**src/rtl/sgmii_mgmt_consts.svh**
```systemverilog
// Constants for the SGMII management status register bank
`ifndef SGMII_MGMT_CONSTS_SVH
`define SGMII_MGMT_CONSTS_SVH

// Register addresses on the management bus
`define ADDR_W             5
`define ADDR_STATUS        5'h01
`define ADDR_ID_HIGH       5'h02
`define ADDR_ID_LOW        5'h03
`define ADDR_EXT_STATUS    5'h0F
`define ADDR_GEN_CTRL      5'h12

// Status register bit positions
`define ST_AN_COMPLETE     5
`define ST_REMOTE_FAULT    4
`define ST_LINK            2

// Status constant bits: ext status, unidir, preamble suppr., AN ability
`define STATUS_CONST       16'h01C8
// Extended status: only 1000 Mb/s X full duplex
`define EXT_STATUS_VAL     16'h8000
// Generic control: disparity enable bit and its reset value
`define GEN_DISP_BIT       0
`define GEN_DISP_RESET     1'h0

// Link timer, in ns, and clock period, in ns
`define LINK_TIMER_NS      1600000
`define CLK_PERIOD_NS      10
`define LOSS_CNT_W         18

`endif

```
**src/rtl/sgmii_mgmt_pkg.sv**
```systemverilog
// Types shared by the SGMII management status register bank
`include "sgmii_mgmt_consts.svh"

package sgmii_mgmt_pkg;

   // One register access from the management frame engine
   typedef struct packed {
      logic                  rd;     // Read strobe, one cycle
      logic                  wr;     // Write strobe, one cycle
      logic [`ADDR_W-1:0]    addr;   // Register address
      logic [15:0]           wdata;  // Write data
   } mgmt_req_t;

   // Read answer back to the frame engine
   typedef struct packed {
      logic                  valid;  // One-cycle pulse
      logic [15:0]           data;   // Register contents
   } mgmt_rsp_t;

   typedef logic [`LOSS_CNT_W-1:0] loss_cnt_t;

   // Whole state of the register bank
   typedef struct packed {
      logic                  sync_ok;    // Filtered synchronisation
      loss_cnt_t             loss_cnt;   // Cycles without sync
      logic                  an_cmpl;    // Auto-negotiation done
      logic                  rfault;     // Sticky remote fault
      logic                  link_latch; // Latched-low link status
      logic                  disp_en;    // Disparity check enable
      mgmt_rsp_t             rsp;        // Registered read answer
   } state_t;

endpackage

```
**src/rtl/sgmii_mgmt_status_regs.sv**
```systemverilog
// SGMII channel management status, identifier and generic control regs
`timescale 1ns/1ps
`default_nettype none
`include "sgmii_mgmt_consts.svh"

module sgmii_mgmt_status_regs #(
   // Link timer in cycles; shorten in simulation
   parameter int          LINK_TIMER_CYC =
      (`LINK_TIMER_NS + `CLK_PERIOD_NS - 1) / `CLK_PERIOD_NS,
   // Identifier fields; values are arbitrary
   parameter logic [21:0] ID_ORG         = 22'h15A5A3,
   parameter logic [5:0]  ID_MODEL       = 6'h2A,
   parameter logic [3:0]  ID_REV         = 4'h3
) (
   input  wire logic                      clk,
   input  wire logic                      rst,
   input  wire sgmii_mgmt_pkg::mgmt_req_t req,
   input  wire logic                      link_sync,
   input  wire logic                      an_done,
   input  wire logic                      an_enable,
   input  wire logic                      remote_fault,
   output      sgmii_mgmt_pkg::mgmt_rsp_t rsp,
   output      logic                      disparity_en,
   output      logic                      link_valid
);
   import sgmii_mgmt_pkg::*;

   // Last count of the sync-loss timer
   localparam loss_cnt_t TIMER_LAST = loss_cnt_t'(LINK_TIMER_CYC - 1);

   state_t s_q;         // Registered state
   state_t s_d;         // Next state
   logic   link_good;   // Present link state
   logic   status_rd;   // Read of the status register this cycle
   logic   gen_wr;      // Write of the generic control register

   // Build the word returned for a register address
   function automatic logic [15:0] read_word(
      input logic [`ADDR_W-1:0] a,
      input state_t             s
   );
      logic [15:0] w;
      w = 16'h0000;                         // Unmapped reads give zero
      case (a)
         `ADDR_STATUS: begin
            w = `STATUS_CONST;
            w[`ST_AN_COMPLETE] = s.an_cmpl;
            w[`ST_REMOTE_FAULT] = s.rfault;
            w[`ST_LINK] = s.link_latch;
         end
         `ADDR_ID_HIGH: begin
            w = ID_ORG[21:6];
         end
         `ADDR_ID_LOW: begin
            w = {ID_ORG[5:0], ID_MODEL, ID_REV};
         end
         `ADDR_EXT_STATUS: begin
            w = `EXT_STATUS_VAL;
         end
         `ADDR_GEN_CTRL: begin
            w[`GEN_DISP_BIT] = s.disp_en;
         end
         default: begin
            w = 16'h0000;
         end
      endcase
      return w;
   endfunction

   // Decode of the accesses that have side effects. Only a read clears
   // the sticky bits; a write to status is ignored entirely.
   assign status_rd = req.rd && (req.addr == `ADDR_STATUS);
   assign gen_wr    = req.wr && (req.addr == `ADDR_GEN_CTRL);

   // The link counts as good only with filtered sync and, when AN is
   // enabled, a finished negotiation.
   assign link_good = s_q.sync_ok && (s_q.an_cmpl || !an_enable);

   // Next-state logic for the whole bank
   always_comb begin
      s_d = s_q;

      // Sync filter: rises at once, falls after a full link timer
      // without sync, so a brief glitch never drops the link.
      if (link_sync) begin
         s_d.sync_ok  = 1'b1;
         s_d.loss_cnt = '0;
      end else if (s_q.sync_ok) begin
         if (s_q.loss_cnt == TIMER_LAST) begin
            s_d.sync_ok  = 1'b0;
            s_d.loss_cnt = '0;
         end else begin
            s_d.loss_cnt = s_q.loss_cnt + loss_cnt_t'(1);
         end
      end else begin
         s_d.loss_cnt = '0;
      end

      // Negotiation done follows the state machine outside
      s_d.an_cmpl = an_done;

      // Remote fault: a new event wins over the clear of a read
      if (remote_fault) begin
         s_d.rfault = 1'b1;
      end else if (status_rd) begin
         s_d.rfault = 1'b0;
      end

      // Link latch: a read reloads the present state, otherwise any
      // drop pulls it to zero and it stays there until the next read.
      if (status_rd) begin
         s_d.link_latch = link_good;
      end else if (!link_good) begin
         s_d.link_latch = 1'b0;
      end

      // Only the disparity enable bit is writable
      if (gen_wr) begin
         s_d.disp_en = req.wdata[`GEN_DISP_BIT];
      end

      // Read answer is registered, one cycle after the strobe
      s_d.rsp.valid = req.rd;
      if (req.rd) begin
         s_d.rsp.data = read_word(req.addr, s_q);
      end
   end

   // State register, synchronous reset
   always_ff @(posedge clk) begin
      if (rst) begin
         s_q.sync_ok    <= 1'b0;
         s_q.loss_cnt   <= '0;
         s_q.an_cmpl    <= 1'b0;
         s_q.rfault     <= 1'b0;
         s_q.link_latch <= 1'b0;
         s_q.disp_en    <= `GEN_DISP_RESET;
         s_q.rsp.valid  <= 1'b0;
         s_q.rsp.data   <= 16'h0000;
      end else begin
         s_q <= s_d;
      end
   end

   // Outputs straight from the state register
   assign rsp          = s_q.rsp;
   assign disparity_en = s_q.disp_en;
   assign link_valid   = s_q.link_latch;
endmodule
`default_nettype wire

```
**config.mk**
```make
export PLATFORM = sky130hd
export DESIGN_NAME = sgmii_mgmt_status_regs
export DESIGN_NICKNAME = d
export VERILOG_FILES = /design/src/rtl/sgmii_mgmt_pkg.sv /design/src/rtl/sgmii_mgmt_status_regs.sv
export VERILOG_INCLUDE_DIRS = /design/src /design/src/rtl
export SDC_FILE = /design/constraint.sdc
export NUM_CORES = 1
export LEC_CHECK = 0
export ABC_AREA = 1
export BUFFER_PORTS_ARGS = -buffer_cell sky130_fd_sc_hd__buf_2
export CAP_MARGIN = 20
export CORE_MARGIN = 2
export CORE_UTILIZATION = 55
export DETAILED_ROUTE_END_ITERATION = 8
export PLACE_DENSITY = 0.81
export SYNTH_ARGS = -nofsm -noshare
export SYNTH_HDL_FRONTEND = slang
export SYNTH_SLANG_ARGS = --single-unit
```
**constraint.sdc**
```tcl
create_clock -name clk -period 4.25 [get_ports clk]
set_input_delay 1.275 -clock clk [delete_from_list [all_inputs] [get_ports clk]]
set_output_delay 1.275 -clock clk [all_outputs]
set_load 0.03 [all_outputs]
```
==> metrics, run 1 <==
Syn Inst Count=232; worst reg-to-reg setup slack=2.80 ns; status=finished with violations; Compound-Gate Fraction of Synth Area=0.0871; ant diodes=0; Avg WL per Cell=10.1 µm; setup violators final=0; drt initial violations=92; CP max stage cell=dfxtp_1; CTS buffer count=5; Hold Crit Depth=1; Critical Path Stages=1; CTS clock-pin slew for the worst setup and hold paths=0.10 ns; Clk Latency, worst-skew pair=0.34 ns; XOR/XNOR Fraction of Synth Area=0.0477; Worst Path Arrival=0.91 ns; first drt pass iteration count=6; Vias/cell=4.80; Top Ports=48; die area=3460 µm²; fin cells=281; RSZ-0062 raised after global routing=false; PD cells=307 nW/µm²; first-pass GRT wire length=4.71 mm; Fin Setup TNS=0 ns; Reg-to-Reg Start=s_q[21]$_SDFF_PP0_; gpl congestion=0.877; CTS H-tree depth=2; Post-DRT Antenna Nets=0; simple-gate area share of the yosys netlist=0.293; Placed Area=1700 µm²; finished layout cell area=1740 µm²; Slowest Stage Delay on Critical Path=0.37 ns; post-cts gate resize count=0; initial antenna violation count=0; Unique masters post-synth=25; crit-path max FO=4; cell taking the most area after synthesis=dfxtp_1; syn_area_per_cell=7.12 µm²; Clk Tree Root Cell=clkbuf_4; nets=280; final WL=2.84 mm; grt ovf=0; Filler Cell Count=264; Warnings, synthesis=0; Rows=19; Vias=1,349; WHS Endpoint=s_q[21]$_SDFF_PP0_; Hold Crit Class=reg2reg; largest family of logic cells by synthesized area=simple AND/OR/NAND/NOR gates; Mapped Nets=262; mux cell area share after synthesis=0; Required @ worst endpoint=2.97 ns; Clock Skews=0.00622 ns; fraction of layout cells with a size suffix above 1=0.188; fin. max-slew vios=0; count of final hold-check violations=0; # port buffers=31; register bit total from synthesis=34; Area Overhead vs Synth=5.45%; P_leak=0.737 nW; largest net degree at the start of global routing=16; RR Endpoint=s_q[32]$_SDFF_PP0_; most frequent cells in the layout=nand2_1, nor2_1, dfxtp_1, buf_2, inv_1; adder-cell share of the synthesized area=0.00757; deepest clock path buffer count=2; worst-path cell chain=buf_2; Largest delay share family, worst path=flip-flops; Worst VDD drop=0.203 mV; CTS tree=built; Post-DP HPWL=2.13 mm; Crit Path Category=reg2out; failing checks=design-rule violations; fmax=457 MHz; die width=58.8 µm; total track usage=0.183; Die Y=58.8 µm; Crit. End Element=output port; min-delay src=s_q[21]$_SDFF_PP0_; buffer and inverter count on the worst path=1; clk sink count=34; Initial Utilization=0.589; Post-CTS Setup Inserts=0; DRC=5; Startpoint Class=flip-flop; core outline area=2810 µm²; number of global-route vias before repair=1,178; # placed instances=274; post-synth top area share=0.412; Max Cap Violations=0; period utilisation layout=0.515; R2R cell count=8; min cycle time layout=2.19 ns; top cells by area, synth=dfxtp_1, nand2_1, nor2_1; commonest non-fill, non-tap cell in the layout=nand2_1; sequential share of the synthesized area=0.412; post-synthesis cell area=1650 µm²; final core utilization=0.621; hold_buf cts=0
[worst register-to-register path, delay by kind of cell, from the launching register on]
| family | cells | cell delay, ns |
|---|---|---|
| buffers and inverters | 1 | 0.12 |
| and+or+nand+nor | 6 | 0.68 |
| DFF | 1 | 0.36 |
| adders and majority gates | 1 | 0.19 |
[worst max-delay path by stage]
stage                                    start              endpoint  slack [ns]
after floorplan                        req[19]  s_q[19]$_SDFFE_PP0P_        2.16
after global routing      rsp[10]$_SDFFE_PP0P_               rsp[10]        2.00
after global placement                     rst    s_q[36]$_SDFF_PP0_        1.85
after detailed placement                   rst    s_q[36]$_SDFF_PP0_        1.85
after CTS                  rsp[8]$_SDFFE_PP0P_                rsp[8]        2.05
final                      rsp[8]$_SDFFE_PP0P_                rsp[8]        2.06
[cell families after synthesis]
group | count (synthesis)
flops | 34
xor+xnor | 9
simple gates | 114
other cells | 1
fa+ha+maj | 1
compound gates | 27
buf+inv | 46
[synth_stat cells]
cell type,n
o21ai_0,10
nor2_2,5
buf_8,1
ha_1,1
conb_1,1
or2_0,1
a21oi_1,13
nand2_1,51
buf_4,17
nor3_1,1
xnor2_1,3
xor2_1,6
a21boi_0,1
nand2_2,2
a31oi_1,2
buf_2,1
nand2_4,1
o2111ai_1,1
nor2_1,40
inv_1,26
clkbuf_1,1
dfxtp_1,34
nor2_4,1
nand3_1,8
nand4_1,4
[area by class of cell]
type | count | area, µm² | share of cell area
Clock buffer | 5 | 37.5 | 0.0215
Clock inverter | 2 | 10.0 | 0.00574
Inverter | 26 | 97.6 | 0.0560
Multi-Input combinational cell | 152 | 723 | 0.415
Sequential cell | 34 | 681 | 0.391
Tap cell | 31 | 38.8 | 0.0223
Timing Repair Buffer | 31 | 155 | 0.0890
[state kept, by name, summed over array words and instances (netlist names)]
register	cells
rsp	11
link_valid	1
disparity_en	1
s_q	21
[per-stage QoR]
stage	total power [mW]	hold slack (ns)	setup WS (ns)
5_1_grt	0.560	0.488	2.00
4_1_cts	0.541	0.451	2.05
3_5_place_dp	0.378	0.434	1.85
2_1_floorplan	0.370	0.417	2.16
6_report	0.534	0.450	2.06
3_3_place_gp	0.377	0.430	1.85
[routing by layer]
layer,vias to the layer above,share of wire,wire [µm],global-route usage
li1,737,-,-,-
met1,576,0.47,1350,0.212
met2,31,0.45,1270,0.298
met3,5,0.056,159,0.0659
met4,0,0.019,55,0.0877
met5,-,0,0,0
[report_power, final]
| group | leakage (nW) | internal, mW | switching, mW |
|---|---|---|---|
| Combinational | 0.430 | 0.0134 | 0.0300 |
| Sequential | 0.276 | 0.324 | 0.00259 |
| Clock | 0.0308 | 0.0594 | 0.105 |
Power figures use the tool's default switching activity.
==> run 2: changes to the inputs <==
- CORE_UTILIZATION: 55 -> 46
- PLACE_DENSITY: 0.81 -> 0.72
- clock period: 4.25 -> 2 ns (I/O delays scaled with it)
==> run 2 against run 1 <==
  * The flow now finishes without violations
  * Sequential power grew 110%
  * Power grew 120%
  * Sequential share of layout area shrank 1.1 points
  * Utilization shrank 9.2 points
  * Count of clock-buffer cells in the layout grew 1
  * Final area grew 2.9%
  * Combinational power grew 120%
  * Clock skew grew 0.0070 ns
  * Highest routed layer unchanged
==> metrics, run 2 (synthesized netlist as in run 1, its figures left out) <==
R2R cell count=8 (unchanged); CTS tree=built; Post-DP HPWL=2.14 mm (+0.56%); Required @ worst endpoint=1.40 ns (-1.57 ns); Avg WL per Cell=9.39 µm (-6.9%); largest reg by FF count=s_q; setup violators final=0 (unchanged); P_int=0.889 mW (+120%); Clock Skews=0.0133 ns (+0.00704 ns); Clock Power Share=0.338 (+0.031); P_leak=0.750 nW (+1.8%); fmax=651 MHz; hold_ws=0.451 ns (+0.000236 ns); fin. max-slew vios=0 (unchanged); Hold Crit Depth=1 (unchanged); Hold Crit Class=reg2reg; Max Cap Violations=0 (unchanged); nets=282 (+0.71%); Placed Area=1730 µm² (+2.0%); drt initial violations=169 (+84%); buffer and inverter count on the worst path=1 (unchanged); count of final hold-check violations=0 (unchanged); # placed instances=291 (+6.2%); Post-DRT Antenna Nets=0 (unchanged); Crit. End Element=output port; status=complete, no violations; die width=63.9 µm (+8.7%); PD cells=664 nW/µm² (+120%); ant diodes=0 (unchanged); final WL=2.81 mm (-0.95%); # port buffers=31 (unchanged); Fin Setup TNS=0 ns (unchanged); deepest clock path buffer count=2 (unchanged); RSZ-0062 raised after global routing=false; Clk Tree Root Cell=clkbuf_4; Largest delay share family, worst path=flip-flops; Worst VDD drop=0.377 mV (+86%); Area Overhead vs Synth=8.48%; core outline area=3390 µm² (+21%); first drt pass iteration count=4 (-2); total track usage=0.152 (-0.0312); biggest regs=s_q (21), rsp (11); hold_buf cts=0 (unchanged); grt ovf=0 (unchanged); final worst slack=0.463 ns (-1.60 ns); Sw Ratio=0.254 (-0.00324); Comb power frac=0.079 (-0.002); Vias=1,357 (+0.59%); initial antenna violation count=0 (unchanged); Critical Path Stages=1 (unchanged); most frequent cells in the layout=nand2_1, nor2_1, dfxtp_1, buf_2, inv_1; first-pass GRT wire length=4.84 mm (+2.8%); die area=4090 µm² (+18%); Post-CTS Setup Inserts=0 (unchanged); clk sink count=34 (unchanged); Rows=21 (+2); Clk Latency, worst-skew pair=0.34 ns (about the same); Crit Path Category=reg2out; period utilisation layout=0.768; Die Y=63.9 µm (+8.7%); CTS buffer count=5 (unchanged); P_sw=0.302 mW (+120%); largest net degree at the start of global routing=16 (unchanged); CTS clock-pin slew for the worst setup and hold paths=0.11 ns (about the same); number of global-route vias before repair=1,207 (+2.5%); crit-path max FO=4 (unchanged); gpl congestion=0.863 (-1.6%); Slowest Stage Delay on Critical Path=0.38 ns (about the same); worst-path cell chain=buf_2; fin cells=299 (+6.4%); pre-CTS setup slack=0.388 ns (-1.46 ns); finished layout cell area=1790 µm² (+2.9%); CP max stage cell=dfxtp_1; fraction of layout cells with a size suffix above 1=0.198 (+0.00963); DRC=0 (-5); Initial Utilization=0.488 (-0.102); post-cts gate resize count=0 (unchanged); commonest non-fill, non-tap cell in the layout=nand2_1; Startpoint Class=flip-flop; Top Ports=48 (unchanged); sequential share of power=0.583 (-0.029); Largest register FFs=21 (unchanged); min cycle time layout=1.54 ns; CTS H-tree depth=2 (unchanged); Vias/cell=4.54 (-5.5%); Worst Path Arrival=0.94 ns (+0.03 ns)
==> run 2: cell count changes in the layout (fill, tap and decap cells not counted) <==
cell,delta
clkbuf_8,+1
clkinv_2,-1
buf_4,+2
clkinvlp_4,+1
==> run 2: path summary, 6_finish.rpt <==
check             slack (ns)                 end            startpoint
hold / removal          0.45  s_q[21]$_SDFF_PP0_    s_q[21]$_SDFF_PP0_
setup / recovery        0.46              rsp[9]  rsp[10]$_SDFFE_PP0P_
hold reg to reg         0.45  s_q[21]$_SDFF_PP0_    s_q[21]$_SDFF_PP0_
setup reg to reg        0.56  s_q[30]$_SDFF_PP0_    s_q[21]$_SDFF_PP0_
==> run 2: area by class of cell <==
class	instances	area (µm²)
Clock buffer	6	51.3
Tap cell	46	57.6
Clock inverter	2	12.5
Sequential cell	34	681
Multi-Input combinational cell	152	723
Fill cell	346	1600
Inverter	26	97.6
Timing Repair Buffer	33	170
==> run 2: per-layer routing <==
metal	part of all wire	up-vias	GRT usage	wire, µm
met5	0	-	0	0
met4	0.018	0	0.0734	50
met3	0.050	7	0.0423	141
met2	0.45	34	0.255	1270
met1	0.48	570	0.176	1340
li1	-	746	-	-
==> run 2: worst register-to-register path, cell delays in order (launching register included) <==
cell and delay, ns:
dfxtp_1 0.36, ha_1 0.19, nand3_1 0.14, inv_1 0.12, nand2_2 0.10, nor2_4 0.11
nand2_2 0.09, nand2_4 0.16, nor2_1 0.07
==> run 2: per-stage QoR <==
step	power (mW)	util
floorplan	0.786	-
global placement	0.804	0.510
detailed placement	0.805	0.510
CTS	1.21	0.529
global route	1.25	0.529
finish	1.19	0.529
==> run 2: power groups by stage <==
| stage | sequential [mW] | combinational (mW) | clock (mW) |
|---|---|---|---|
| after floorplan | 0.710 | 0.0762 | 0 |
| after global placement | 0.710 | 0.0942 | 0 |
| after detailed placement | 0.710 | 0.0946 | 0 |
| after CTS | 0.695 | 0.0948 | 0.421 |
| after global routing | 0.696 | 0.105 | 0.444 |
| final | 0.695 | 0.0938 | 0.403 |
